$ cat src/hw/jmipg_pkg.sv
// Constants and types for the link mode and alignment parameter generator
package jmipg_pkg;

  // Register byte offsets
  localparam logic [7:0] ADDR_MODE = 8'h00;
  localparam logic [7:0] ADDR_KM1 = 8'h04;
  localparam logic [7:0] ADDR_DID = 8'h08;
  localparam logic [7:0] ADDR_CTRL = 8'h0c;
  localparam logic [7:0] ADDR_STAT = 8'h10;
  localparam logic [7:0] ADDR_PRM0 = 8'h14;
  localparam logic [7:0] ADDR_PRM1 = 8'h18;

  // Reset values
  localparam logic [4:0] MODE_RST = 5'h00;
  localparam logic [7:0] KM1_RST = 8'h1f;
  localparam logic [7:0] DID_RST = 8'h00;

  // Control register fields
  localparam int CTRL_EN_BIT = 0;
  localparam int CTRL_SCR_BIT = 1;
  localparam int CTRL_SEL_LSB = 4;

  // Status register fields
  localparam int STAT_DES_BIT = 0;
  localparam int STAT_BAD_BIT = 1;
  localparam int STAT_CAL_BIT = 2;
  localparam int STAT_BUSY_BIT = 3;
  localparam int STAT_ENC_BIT = 4;
  localparam int STAT_R_LSB = 8;

  // Alignment sequence and FIFO constants
  localparam logic [3:0] ILAS_LAST_IDX = 4'hd;
  localparam logic [2:0] JESDV_VAL = 3'h1;
  localparam logic [2:0] SUBCLASS_VAL = 3'h1;
  localparam logic [7:0] E_VAL = 8'h01;
  localparam logic [1:0] LINKS_VAL = 2'h2;
  localparam logic [3:0] FIFO_DEPTH = 4'hf + 4'h1 == 4'h0 ? 4'h0 : 4'h0;
  localparam int FIFO_WORDS = 16;

  // Derived transport parameters of one link mode
  typedef struct packed {
    logic bad;
    logic enc64;
    logic des;
    logic [1:0] links;
    logic [4:0] n;
    logic [1:0] cs;
    logic [4:0] np;
    logic [3:0] l;
    logic [3:0] m;
    logic [3:0] f;
    logic [3:0] s;
    logic hd;
    logic [5:0] r8;
  } jmipg_prm_type;

  // One octet of an alignment configuration stream
  typedef struct packed {
    logic [3:0] lane;
    logic [3:0] idx;
    logic [7:0] octet;
  } jmipg_word_type;

  typedef enum logic [1:0] {GEN_IDLE, GEN_RUN, GEN_DONE} jmipg_gen_type;

endpackage

$ cat src/hw/jmipg_top.sv
// Link mode decoder, alignment parameter generator, FIFO and register slave
// Behaviour
// - Single-channel mode merges both channels: two samples per clock.
// - All transport parameters come from the link mode selection.
// - Dual-input interleaved: each channel samples its own input.
// - Dual-input mode keeps single-channel datapath and link behaviour.
// - Interleave flag reads 1 in single-channel, 0 in dual-channel.
// - R gives lane bits per clock; lane rate is clock times R.
// - K comes from the K-minus-one field; ignored in 64b/66b.
// - E is fixed at 1 in 64b/66b, ignored in 8b/10b.
// - 8b/10b sends parameters in alignment sequence; 64b/66b sends none.
// - ADJCNT, ADJDIR, BID, CF, HD, RES1, RES2 always sent zero.
// - Control bits per sample always sent as zero.
// - DID field carries the software device identifier.
// - JESDV and SUBCLASSV both sent as 1.
// - SCR field follows the software scrambler enable.
// - Checksum is the sum of the preceding fields modulo 256.
// - Each lane carries its own lane identifier.
// - M only defines bit packing, may differ from channel count.
//
// The AHB-Lite register port and the address map were chosen for this implementation.

module jmipg_fifo #(
  parameter int WIDTH = 16,
  parameter int DEPTH = 16
) (
  input wire logic clk_sys,
  input wire logic reset_n,
  input wire logic ce,
  input wire logic in_valid,
  output logic in_ready,
  input wire logic [WIDTH-1:0] in_data,
  output logic out_valid,
  input wire logic out_ready,
  output logic [WIDTH-1:0] out_data
);
  localparam int AW = $clog2(DEPTH);

  typedef struct packed {
    logic [DEPTH-1:0][WIDTH-1:0] mem;
    logic [AW-1:0] wp;
    logic [AW-1:0] rp;
    logic [AW:0] cnt;
  } jmipg_fst_type;

  jmipg_fst_type r;
  jmipg_fst_type n;
  logic push;
  logic pop;

  assign in_ready = r.cnt != (AW+1)'(DEPTH);
  assign out_valid = r.cnt != '0;
  assign out_data = r.mem[r.rp];
  assign push = in_valid && in_ready;
  assign pop = out_valid && out_ready;

  always_comb begin
    n = r;
    if (push) begin
      n.mem[r.wp] = in_data;
      n.wp = (r.wp == AW'(DEPTH - 1)) ? '0 : r.wp + 1'b1;
    end
    if (pop) begin
      n.rp = (r.rp == AW'(DEPTH - 1)) ? '0 : r.rp + 1'b1;
    end
    if (push && !pop) begin
      n.cnt = r.cnt + 1'b1;
    end else if (pop && !push) begin
      n.cnt = r.cnt - 1'b1;
    end
  end

  always_ff @(posedge clk_sys) begin
    if (!reset_n) begin
      r <= '0;
    end else if (ce) begin
      r <= n;
    end
  end
endmodule

module jmipg_top #(
  parameter int FIFO_DEPTH = jmipg_pkg::FIFO_WORDS
) (
  input wire logic clk_sys,
  input wire logic reset_n,
  input wire logic ce,
  input wire logic hsel,
  input wire logic [31:0] haddr,
  input wire logic [1:0] htrans,
  input wire logic hwrite,
  input wire logic [2:0] hsize,
  input wire logic [31:0] hwdata,
  input wire logic hready,
  output logic [31:0] hrdata,
  output logic hreadyout,
  output logic hresp,
  input wire logic [11:0] smp_a,
  input wire logic [11:0] smp_b,
  input wire logic smp_valid,
  output logic [23:0] smp_out,
  output logic smp_out_valid,
  output logic smp_out_pair,
  input wire logic cal_done,
  output jmipg_pkg::jmipg_word_type ilas_word,
  output logic ilas_valid,
  input wire logic ilas_ready,
  output logic [5:0] lane_rate_x8,
  output logic link_active
);

  typedef struct packed {
    logic [4:0] mode;
    logic [7:0] km1;
    logic [7:0] did;
    logic link_en;
    logic scr_en;
    logic [1:0] in_sel;
    logic cal_needed;
    jmipg_pkg::jmipg_prm_type prm;
    jmipg_pkg::jmipg_prm_type l_prm;
    logic [7:0] l_km1;
    logic [7:0] l_did;
    logic l_scr;
    jmipg_pkg::jmipg_gen_type st;
    logic [3:0] lane;
    logic [3:0] idx;
    logic dph;
    logic dph_wr;
    logic [7:0] dph_addr;
    logic hreadyout;
    logic [31:0] hrdata;
    logic ob_valid;
    jmipg_pkg::jmipg_word_type ob_word;
    logic [23:0] so_data;
    logic so_valid;
    logic so_pair;
  } jmipg_st_type;

  jmipg_st_type r;
  jmipg_st_type n;
  logic f_in_valid;
  logic f_in_ready;
  jmipg_pkg::jmipg_word_type f_in_data;
  logic f_out_valid;
  logic f_out_ready;
  jmipg_pkg::jmipg_word_type f_out_data;

  function automatic jmipg_pkg::jmipg_prm_type mk(
    input logic des, input logic [3:0] l, input logic [3:0] m,
    input logic [3:0] f, input logic [3:0] s, input logic [4:0] nb,
    input logic [4:0] np, input logic [1:0] cs, input logic hd,
    input logic [5:0] r8);
    jmipg_pkg::jmipg_prm_type p;
    p = '0;
    p.des = des;
    p.links = jmipg_pkg::LINKS_VAL;
    p.l = l;
    p.m = m;
    p.f = f;
    p.s = s;
    p.n = nb;
    p.np = np;
    p.cs = cs;
    p.hd = hd;
    p.r8 = r8;
    return p;
  endfunction

  // R held in eighths so that 0.625 and 1.25 stay exact
  function automatic jmipg_pkg::jmipg_prm_type mode_table(
    input logic [4:0] sel);
    jmipg_pkg::jmipg_prm_type p;
    p = '0;
    case (sel)
      5'h00: p = mk(1'b1, 4'h4, 4'h4, 4'h8, 4'h5, 5'h0c, 5'h0c, 2'h0, 1'b0, 6'h20);
      5'h01: p = mk(1'b1, 4'h8, 4'h8, 4'h8, 4'h5, 5'h0c, 5'h0c, 2'h0, 1'b0, 6'h10);
      5'h02: p = mk(1'b0, 4'h4, 4'h4, 4'h8, 4'h5, 5'h0c, 5'h0c, 2'h0, 1'b0, 6'h20);
      5'h03: p = mk(1'b0, 4'h8, 4'h8, 4'h8, 4'h5, 5'h0c, 5'h0c, 2'h0, 1'b0, 6'h10);
      5'h05: p = mk(1'b1, 4'h4, 4'h1, 4'h1, 4'h4, 5'h08, 5'h08, 2'h0, 1'b0, 6'h14);
      5'h06: p = mk(1'b1, 4'h8, 4'h1, 4'h1, 4'h8, 5'h08, 5'h08, 2'h0, 1'b0, 6'h0a);
      5'h07: p = mk(1'b0, 4'h4, 4'h1, 4'h1, 4'h4, 5'h08, 5'h08, 2'h0, 1'b0, 6'h14);
      5'h08: p = mk(1'b0, 4'h8, 4'h1, 4'h1, 4'h8, 5'h08, 5'h08, 2'h0, 1'b0, 6'h0a);
      5'h0a: p = mk(1'b0, 4'h2, 4'h2, 4'h2, 4'h1, 5'h0f, 5'h10, 2'h1, 1'b0, 6'h28);
      5'h0b: p = mk(1'b0, 4'h4, 4'h2, 4'h2, 4'h2, 5'h0f, 5'h10, 2'h1, 1'b0, 6'h14);
      5'h0c: p = mk(1'b0, 4'h8, 4'h2, 4'h2, 4'h4, 5'h0f, 5'h10, 2'h1, 1'b0, 6'h0a);
      5'h0d: p = mk(1'b0, 4'h1, 4'h2, 4'h4, 4'h1, 5'h0f, 5'h10, 2'h1, 1'b0, 6'h28);
      5'h0e: p = mk(1'b0, 4'h2, 4'h2, 4'h2, 4'h1, 5'h0f, 5'h10, 2'h1, 1'b0, 6'h14);
      5'h0f: p = mk(1'b0, 4'h4, 4'h2, 4'h2, 4'h2, 5'h0f, 5'h10, 2'h1, 1'b0, 6'h0a);
      5'h10: p = mk(1'b0, 4'h8, 4'h2, 4'h2, 4'h4, 5'h0f, 5'h10, 2'h1, 1'b0, 6'h05);
      5'h13: p = mk(1'b1, 4'h6, 4'h1, 4'h2, 4'h8, 5'h0c, 5'h0c, 2'h0, 1'b1, 6'h14);
      5'h14: p = mk(1'b0, 4'h6, 4'h1, 4'h2, 4'h8, 5'h0c, 5'h0c, 2'h0, 1'b1, 6'h14);
      5'h15: p = mk(1'b1, 4'h2, 4'h1, 4'h2, 4'h2, 5'h0f, 5'h10, 2'h1, 1'b0, 6'h28);
      5'h16: p = mk(1'b1, 4'h4, 4'h1, 4'h2, 4'h4, 5'h0f, 5'h10, 2'h1, 1'b0, 6'h14);
      5'h17: p = mk(1'b1, 4'h1, 4'h1, 4'h2, 4'h1, 5'h0f, 5'h10, 2'h1, 1'b0, 6'h28);
      5'h18: p = mk(1'b1, 4'h2, 4'h1, 4'h2, 4'h2, 5'h0f, 5'h10, 2'h1, 1'b0, 6'h14);
      5'h19: p = mk(1'b1, 4'h8, 4'h1, 4'h2, 4'h8, 5'h0f, 5'h10, 2'h1, 1'b0, 6'h0a);
      5'h1a: p = mk(1'b1, 4'h4, 4'h1, 4'h2, 4'h4, 5'h0f, 5'h10, 2'h1, 1'b0, 6'h0a);
      default: p.bad = 1'b1;
    endcase
    return p;
  endfunction

  // Field values minus one, as carried on the link
  function automatic logic [7:0] m1(input logic [4:0] v);
    return {3'h0, v} - 8'h01;
  endfunction

  function automatic logic [7:0] ilas_octet(
    input jmipg_pkg::jmipg_prm_type p, input logic [7:0] km1,
    input logic [7:0] did, input logic scr, input logic [3:0] lid,
    input logic [3:0] idx);
    logic [7:0] o;
    logic [7:0] chk;
    logic [7:0] lm1;
    logic [7:0] nm1;
    logic [7:0] npm1;
    logic [7:0] sm1;
    lm1 = m1({1'b0, p.l});
    nm1 = m1(p.n);
    npm1 = m1(p.np);
    sm1 = m1({1'b0, p.s});
    chk = did + {4'h0, lid} + {7'h00, scr} + m1({1'b0, p.l})
      + m1({1'b0, p.f}) + km1 + m1({1'b0, p.m}) + m1(p.n)
      + {5'h00, jmipg_pkg::SUBCLASS_VAL} + m1(p.np)
      + {5'h00, jmipg_pkg::JESDV_VAL} + m1({1'b0, p.s});
    case (idx)
      4'h0: o = did;
      4'h2: o = {4'h0, lid};
      4'h3: o = {scr, 2'b00, lm1[4:0]};
      4'h4: o = m1({1'b0, p.f});
      4'h5: o = km1;
      4'h6: o = m1({1'b0, p.m});
      4'h7: o = {3'b000, nm1[4:0]};
      4'h8: o = {jmipg_pkg::SUBCLASS_VAL, npm1[4:0]};
      4'h9: o = {jmipg_pkg::JESDV_VAL, sm1[4:0]};
      4'hd: o = chk;
      default: o = 8'h00;
    endcase
    return o;
  endfunction

  jmipg_fifo #(
    .WIDTH($bits(jmipg_pkg::jmipg_word_type)),
    .DEPTH(FIFO_DEPTH)
  ) u_fifo (
    .clk_sys(clk_sys),
    .reset_n(reset_n),
    .ce(ce),
    .in_valid(f_in_valid),
    .in_ready(f_in_ready),
    .in_data(f_in_data),
    .out_valid(f_out_valid),
    .out_ready(f_out_ready),
    .out_data(f_out_data)
  );

  assign f_in_valid = (r.st == jmipg_pkg::GEN_RUN) && r.link_en;
  assign f_in_data = '{lane: r.lane, idx: r.idx,
    octet: ilas_octet(r.l_prm, r.l_km1, r.l_did, r.l_scr, r.lane, r.idx)};
  // Output stage refills only when empty or taken
  assign f_out_ready = !r.ob_valid || ilas_ready;

  always_comb begin
    logic [31:0] rd;
    logic [4:0] lanes;
    logic [3:0] last_lane;
    rd = 32'h0000_0000;
    lanes = {r.l_prm.l, 1'b0};
    last_lane = 4'(lanes - 5'h01);
    n = r;

    n.prm = mode_table(r.mode);

    // Register read image
    case (r.dph_addr)
      jmipg_pkg::ADDR_MODE: rd = {27'h0, r.mode};
      jmipg_pkg::ADDR_KM1: rd = {24'h0, r.km1};
      jmipg_pkg::ADDR_DID: rd = {24'h0, r.did};
      jmipg_pkg::ADDR_CTRL: begin
        rd[jmipg_pkg::CTRL_EN_BIT] = r.link_en;
        rd[jmipg_pkg::CTRL_SCR_BIT] = r.scr_en;
        rd[jmipg_pkg::CTRL_SEL_LSB +: 2] = r.in_sel;
      end
      jmipg_pkg::ADDR_STAT: begin
        rd[jmipg_pkg::STAT_DES_BIT] = r.prm.des;
        rd[jmipg_pkg::STAT_BAD_BIT] = r.prm.bad;
        rd[jmipg_pkg::STAT_CAL_BIT] = r.cal_needed;
        rd[jmipg_pkg::STAT_BUSY_BIT] = r.st == jmipg_pkg::GEN_RUN;
        rd[jmipg_pkg::STAT_ENC_BIT] = r.prm.enc64;
        rd[jmipg_pkg::STAT_R_LSB +: 6] = r.prm.r8;
      end
      jmipg_pkg::ADDR_PRM0: rd = {r.prm.l, r.prm.m, r.prm.f, r.prm.s,
        3'h0, r.prm.n, 3'h0, r.prm.np};
      jmipg_pkg::ADDR_PRM1: rd = {r.prm.enc64 ? jmipg_pkg::E_VAL : 8'h00,
        6'h00, r.prm.links, 6'h00, r.prm.cs, 7'h00, r.prm.hd};
      default: rd = 32'h0000_0000;
    endcase

    // Data phase held one cycle so that read data comes from a flop
    if (r.dph) begin
      n.dph = 1'b0;
      n.hreadyout = 1'b1;
      if (r.dph_wr) begin
        case (r.dph_addr)
          jmipg_pkg::ADDR_MODE: n.mode = hwdata[4:0];
          jmipg_pkg::ADDR_KM1: n.km1 = hwdata[7:0];
          jmipg_pkg::ADDR_DID: n.did = hwdata[7:0];
          jmipg_pkg::ADDR_CTRL: begin
            n.link_en = hwdata[jmipg_pkg::CTRL_EN_BIT];
            n.scr_en = hwdata[jmipg_pkg::CTRL_SCR_BIT];
            n.in_sel = hwdata[jmipg_pkg::CTRL_SEL_LSB +: 2];
          end
          default: n.mode = r.mode;
        endcase
      end else begin
        n.hrdata = rd;
      end
    end
    if (hsel && htrans[1] && hready) begin
      n.dph = 1'b1;
      n.dph_wr = hwrite;
      n.dph_addr = (haddr[31:8] == 24'h0) ? haddr[7:0] : 8'hff;
      n.hreadyout = 1'b0;
    end

    // Calibration flag set by any input select change; set wins over clear
    if (cal_done) begin
      n.cal_needed = 1'b0;
    end
    if (n.in_sel != r.in_sel) begin
      n.cal_needed = 1'b1;
    end

    // Parameters frozen at enable, held while the link is down
    case (r.st)
      jmipg_pkg::GEN_IDLE: begin
        if (r.link_en && !r.prm.bad) begin
          n.l_prm = r.prm;
          n.l_km1 = r.prm.enc64 ? 8'h00 : r.km1;
          n.l_did = r.did;
          n.l_scr = r.scr_en;
          n.lane = 4'h0;
          n.idx = 4'h0;
          n.st = r.prm.enc64 ? jmipg_pkg::GEN_DONE
            : jmipg_pkg::GEN_RUN;
        end
      end
      jmipg_pkg::GEN_RUN: begin
        if (!r.link_en) begin
          n.st = jmipg_pkg::GEN_IDLE;
        end else if (f_in_ready) begin
          if (r.idx == jmipg_pkg::ILAS_LAST_IDX) begin
            n.idx = 4'h0;
            if (r.lane == last_lane) begin
              n.st = jmipg_pkg::GEN_DONE;
            end else begin
              n.lane = r.lane + 4'h1;
            end
          end else begin
            n.idx = r.idx + 4'h1;
          end
        end
      end
      jmipg_pkg::GEN_DONE: begin
        if (!r.link_en) begin
          n.st = jmipg_pkg::GEN_IDLE;
        end
      end
      default: n.st = jmipg_pkg::GEN_IDLE;
    endcase

    if (f_out_ready) begin
      n.ob_valid = f_out_valid;
      n.ob_word = f_out_data;
    end

    // Same path for one or two inputs; only the pairing flag differs
    n.so_valid = smp_valid;
    if (smp_valid) begin
      n.so_data = {smp_b, smp_a};
      n.so_pair = r.prm.des;
    end
  end

  always_ff @(posedge clk_sys) begin
    if (!reset_n) begin
      r <= '0;
      r.mode <= jmipg_pkg::MODE_RST;
      r.km1 <= jmipg_pkg::KM1_RST;
      r.did <= jmipg_pkg::DID_RST;
      r.hreadyout <= 1'b1;
    end else if (ce) begin
      r <= n;
    end
  end

  assign hrdata = r.hrdata;
  assign hreadyout = r.hreadyout;
  assign hresp = r.dph & 1'b0;
  assign smp_out = r.so_data;
  assign smp_out_valid = r.so_valid;
  assign smp_out_pair = r.so_pair;
  assign ilas_word = r.ob_word;
  assign ilas_valid = r.ob_valid;
  assign lane_rate_x8 = r.l_prm.r8;
  assign link_active = r.st == jmipg_pkg::GEN_DONE;

endmodule

$ cat config.mk
export PLATFORM = sky130hd
export DESIGN_NAME = jmipg_top
export DESIGN_NICKNAME = d
export VERILOG_FILES = /design/src/hw/jmipg_pkg.sv /design/src/hw/jmipg_top.sv
export SDC_FILE = /design/constraint.sdc
export NUM_CORES = 1
export LEC_CHECK = 0
export ABC_AREA = 1
export BUFFER_PORTS_ARGS = -buffer_cell sky130_fd_sc_hd__buf_2
export CAP_MARGIN = 20
export CORE_MARGIN = 5
export CORE_UTILIZATION = 55
export DETAILED_ROUTE_END_ITERATION = 12
export PLACE_DENSITY = 0.83
export SETUP_SLACK_MARGIN = 0.4
export SYNTH_ARGS = -nofsm -noshare
export SYNTH_HDL_FRONTEND = slang
export SYNTH_SLANG_ARGS = --single-unit
$ cat constraint.sdc
create_clock -name clk_sys -period 8.6 [get_ports clk_sys]
set_input_delay 0.43 -clock clk_sys [delete_from_list [all_inputs] [get_ports clk_sys]]
set_output_delay 0.43 -clock clk_sys [all_outputs]
set_load 0.01 [all_outputs]
### Yosys cells after proc, flatten, opt, wreduce, memory -nomap -nowiden

Index checks and enable logic that the tools add are counted.

* add/sub/neg operators: 24
* $lt $le $gt $ge: 3
* equal/unequal tests: 53
* mux-type cells: 42
* bitwise gates (word level): 1
* reduce and logical (&&, ||, !) cells: 42

Operators by type and width (number)
* one-hot mux 38 bit (23 select lines): 1
* bitwise mux 256 bit: 1
* one-hot mux 8 bit (10 select lines): 1
* binary-select mux 16 bit (select 4 bit): 1
* demux 16 bit (select 4 bit): 1
* adder 8 bit: 7
* == test 5 bit, second input constant: 9
* one-hot mux 18 bit (2 select lines): 1
* == test 5 x 4 -> 1 bit, second input constant: 7
* 2-to-1 mux 33 bit: 1
* 2-to-1 mux 16 bit: 2
* 2-to-1 mux 32 bit: 1
* == test 8 x 5 -> 1 bit, second input constant: 3
* logical NOT 24 bit: 1
* 2-to-1 mux 8 bit: 3
* OR reduction 23 bit: 1
* == test 4 bit, second input constant: 5
* 2-to-1 mux 10 bit: 2
* subtractor 4 x 1 -> 5 bit, second input constant: 4
* one-hot mux 6 bit (3 select lines): 1
* adder 4 x 1 -> 4 bit, second input constant: 4
* adder 8 x 1 -> 8 bit, second input constant: 2
* == test 4 x 3 -> 1 bit, second input constant: 4
* == test 8 x 4 -> 1 bit, second input constant: 2
* other kinds (50): 100

* register bits after elaboration: 479
* logic and storage cells: 228

### Longest topological paths before layout

* word-level depth: 13
* gate-level depth with buffers: 27

### By module

From an unflattened synthesis, not the netlist that was laid out.

* cell total of the unflattened synthesis: 3767
* area, all modules: 24977.7 um2

By module, submodules not included
* jmipg_fifo: instances 1, cells an instance 2301, area an instance 14307.5 um2, sequential area each 5385.2 um2
* jmipg_top: instances 1, cells an instance 1466, area an instance 10670.2 um2, sequential area each 3883.7 um2

### Worst setup path before layout

Ideal clock, no wire load.

* path type: flip-flop to flip-flop
* start point: reg r[144] in the netlist's numbering
* end point: reg u_fifo.r[148] in the netlist's numbering
* arrival time: 4.582 ns
* data required time: 8.491 ns
* slack: 3.910 ns
* stages on the path, launching flop included: 28
* path through: dfxtp_1 -> inv_1 -> ha_1 -> ha_1 -> nand2_1 -> inv_1 -> fa_1 -> inv_1 -> fa_1 -> inv_1 -> fa_1 -> inv_1 -> fa_1 -> inv_1 -> ha_1 -> nand2_1 -> inv_1 -> nand3_1 -> nand3_1 -> nand2_1 -> nand2_1 -> inv_1 -> nand3_1 -> nand3_1 -> buf_2 -> nand3_1 -> nand2_1 -> inv_1

* cells in the longest elaborated chain, start to end: 8

Ends and longest elaborated chain
* start: declaration: RTL line jmipg_top.sv:140 `jmipg_st_type r;`
* start signal: assignment: RTL line jmipg_top.sv:394 `r <= n;`
* subtractor 5 x 1 -> 6 bit: RTL line jmipg_top.sv:206 `return {3'h0, v} - 8'h01;`
* adder 8 bit: RTL line jmipg_top.sv:224 `+ m1({1'b0, p.f}) + km1 + m1({1'b0, p.m}) + m1(p.n)`
* adder 8 x 1 -> 8 bit: RTL line jmipg_top.sv:225 `+ {5'h00, jmipg_pkg::SUBCLASS_VAL} + m1(p.np)`
* adder 8 bit: RTL line jmipg_top.sv:225
* adder 8 x 1 -> 8 bit: RTL line jmipg_top.sv:226 `+ {5'h00, jmipg_pkg::JESDV_VAL} + m1({1'b0, p.s});`
* adder 8 bit: RTL line jmipg_top.sv:226
* one-hot mux 8 bit (10 select lines): RTL line jmipg_top.sv:227 `case (idx)`
* bitwise mux 256 bit: RTL line jmipg_top.sv:60 `n.mem[r.wp] = in_data;`
* end signal: assignment: RTL line jmipg_top.sv:77 `r <= n;`
* end: declaration: RTL line jmipg_top.sv:46 `jmipg_fst_type r;`

No other way between the ends.
A chain may end at the register's enable or synchronous reset.

### Final worst setup path

* start point: reg r, in the netlist f_in_data[13]
* end point: reg u_fifo.r[32] in the netlist's numbering

* cells in the longest elaborated chain, start to end: 13

Ends and longest elaborated chain
* adder 8 x 4 -> 8 bit: RTL line jmipg_top.sv:223 `chk = did + {4'h0, lid} + {7'h00, scr} + m1({1'b0, p.l})`
* adder 8 x 1 -> 8 bit: RTL line jmipg_top.sv:223
* adder 8 bit: RTL line jmipg_top.sv:223
* adder 8 bit (4 in a row): RTL line jmipg_top.sv:224
* adder 8 x 1 -> 8 bit: RTL line jmipg_top.sv:225
* adder 8 bit: RTL line jmipg_top.sv:225
* adder 8 x 1 -> 8 bit: RTL line jmipg_top.sv:226
* adder 8 bit: RTL line jmipg_top.sv:226
* one-hot mux 8 bit (10 select lines): RTL line jmipg_top.sv:227
* bitwise mux 256 bit: RTL line jmipg_top.sv:60

No other way between the ends.

==> summary.txt <==
Synth
  • EDFF count, synth: 0
  • Top FF cell, synth: dfxtp_1
  • Async set or reset register ratio after synthesis: 0
  • Post-Synthesis Cell Area: 22500 sq um
  • Sequential area share after synthesis: 0.412
  • Synth area leader: dfxtp_1
  • Yosys cell types: 48
  • Synth Area per Inst: 7.35 sq um
  • Yosys warning count: 0
  • Top-area cell type share of the netlist area: 0.412
  • Synth Instances: 3061
  • Biggest area contributors in the synthesized netlist: dfxtp_1 (41%), o21ai_0 (12%), a21oi_1 (8.2%), inv_1 (6.4%), nand2_1 (5.6%)
  • Yosys reg bits: 463

Timing
  • Worst slew pin tran: 1090 ps
  • Max-slew violation count: 0
  • Max Clk Rate: 0.177 GHz
  • Final Hold Viols: 0
  • Setup Skew: 32.5 ps
  • Slew HR: 0.274
  • Part of the cycle the worst path needs: 0.657
  • Setup tns final: 0 ps
  • Setup-failing EPs final: 0
  • RSZ-0062 raised after global routing: false
  • Final WS setup: 2950 ps
  • Crit path time final: 5650 ps

Finish
  • Layout cells sized above 1: 0.0972
  • Commonest non-fill, non-tap cell in the layout: o21ai_0
  • Number of diodes: 0
  • Commonest cells after routing, fill and taps aside: o21ai_0 (522), dfxtp_1 (461), inv_1 (383)
  • Area Growth Syn to Fin: 8.22%
  • Nets: 3205

GRT
  • Vias in the first global route: 20000
  • Largest net degree at the start of global routing: 147
  • Global-route wire length before repair: 102 mm
  • GRT Resource Usage Total: 0.274
  • Initial antenna violation count: 0
  • Total gr overflow: 0

Detailed routing
  • DR WL/cell: 17.7 um
  • Routed wl met2: 29.2 mm
  • DR vias: 21100
  • Total wire length: 63.5 mm
  • DR WL met3: 5.47 mm
  • Vias per std cell: 5.85
  • DR iter-0 viols: 2367
  • Drt first pass iters: 6
  • Top Metal Used: met4
  • Post-route ant nets: 0
  • Metal-1 WL: 26.5 mm
  • Residual DRC: 0

Hold path
  • Worst Hold Class: input pin to flip-flop

Placed design
  • Hpwl dp: 42.7 mm
  • GP Congestion: 0.933
  • Number of port buffers: 154
  • Pre-CTS setup slack: 3030 ps

CTS
  • CTS Buf Count: 48
  • Worst-path clk slew: 60 ps
  • Post-CTS Setup Bufs: 0
  • Clock buffer depth: 3
  • TritonCTS clock tree: yes
  • CTS Sinks: 463
  • Post-CTS Hold Buffers: 0
  • PostCTS Resize Cnt: 0
  • Worst skew pair latency: 610 ps
  • CTS Root Cell: clkbuf_16
  • H-tree Lvls: 2

Setup path
  • Slowest CP cell: fa_1
  • Worst setup SP type: flip-flop
  • Crit Path Max Fanout: 17
  • WS Path Type: flip-flop to flip-flop
  • Worst EP arrival: 6150 ps
  • CP endpoint kind: flip-flop
  • Critical path's largest stage delay: 690 ps
  • Cells along the critical path: clkinv_1 > fa_1 > inv_1 > fa_1 > fa_1 > inv_1 > fa_1 > inv_1 > ha_1 > inv_1 > fa_1 > xnor2_1 > nand2_1 > o21ai_0 > nor3_1 > nand2_1 > o21ai_0 > inv_1
  • WP data required: 9100 ps

Die
  • Core area: 40600 sq um
  • Chip width: 212 um
  • Initial cell density of the core: 0.554
  • Boundary pin count: 186
  • Die Area: 45100 sq um
  • Row count: 74
  • Die height: 212 um

Status
  • Status: finished clean

Pwr
  • PD cells: 214 nW/um^2
  • Leakage: 10.6 nW
  • Maximum vdd drop: 0.164 mV

Job
  • Max cap viols: 0
==> through the flow <==
step / power, mW / hold slack [ps] / instance area, sq um / cells / util
6_report: 5.20 / 91.4 / 24400 / 3599 / 0.599
5_1_grt: 5.43 / 72.2 / 24400 / 3599 / 0.599
4_1_cts: 5.21 / 53.4 / 24400 / 3599 / 0.599
3_5_place_dp: 3.20 / 439 / 22800 / 3515 / 0.562
3_3_place_gp: 3.18 / 433 / 22800 / 3514 / 0.562
2_1_floorplan: 2.97 / 420 / 22500 / 3063 / -
==> cells by family (layout without fill, tap and decap cells) <==
kind of cell | count (synthesis) | after routing | share of synthesized area
fa+ha+maj | 70 | 70 | 0.0526
other cells | 1 | 3 | 0.000167
xor+xnor | 21 | 21 | 0.00817
flops | 463 | 463 | 0.412
compound gates | 1069 | 1069 | 0.255
simple gates | 772 | 772 | 0.145
buf+inv | 665 | 669 | 0.127
==> layout make-up <==
class | instances | area (sq um)
Tap cell | 532 | 666
Timing Repair Buffer | 182 | 993
Clock buffer | 69 | 1340
Inverter | 403 | 1510
Multi-Input combinational cell | 1935 | 10400
Sequential cell | 463 | 9270
Clock inverter | 15 | 168
Fill cell | 3511 | 16300
==> metal layers <==
metal / vias up / track usage
met5: - / 0
met4: 0 / 0.112
met3: 167 / 0.0539
met2: 1024 / 0.439
met1: 9885 / 0.366
li1: 9985 / -
==> critical path, delay by kind of cell (launching register included) <==
family	cells	cell delay (ps)
simple gates	3	830
fa+ha+maj	6	2790
xor+xnor	1	140
compound gates	2	450
buf+inv	6	850
flops	1	480
==> cells in the mapped netlist (16+ instances only) <==
cell type,n
buf_2,25
dfxtp_1,463
buf_4,83
o22ai_1,40
nand4_1,21
nor3_1,30
o21ai_0,522
a21oi_1,369
inv_1,385
nand2_1,336
o21a_1,20
fa_1,41
a31oi_1,16
clkbuf_1,137
ha_1,29
o21bai_1,21
nor2_1,263
o211ai_1,37
xor2_1,18
nand3_1,82
==> power by group <==
group	leakage (nW)	total (mW)	switching, mW	internal (mW)
combinational	6.13	0.913	0.612	0.301
sequential	3.74	2.27	0.0782	2.19
clock	0.734	2.02	0.868	1.15
==> registers in the layout (all words and copies together), names as in the netlist <==
name,cells
f_in_data,8
hrdata,30
hreadyout,1
ilas_valid,1
ilas_word,16
lane_rate_x8,6
r,106
smp_out,24
smp_out_pair,1
smp_out_valid,1
u_fifo.r,269
==> path summary, 6_finish.rpt <==
| check | from | end | slack (ps) | cells past startpoint |
|---|---|---|---|---|
| hold reg to reg | u_fifo.r[138] | u_fifo.r[138] | 450 | 2 |
| setup / recovery | f_in_data[13] | u_fifo.r[32] | 2950 | 18 |
| hold / removal | smp_a[1] | smp_out[1] | 90 | 3 |
| setup reg to reg | f_in_data[13] | u_fifo.r[32] | 2950 | 18 |
(Power assumes the default switching activity.)
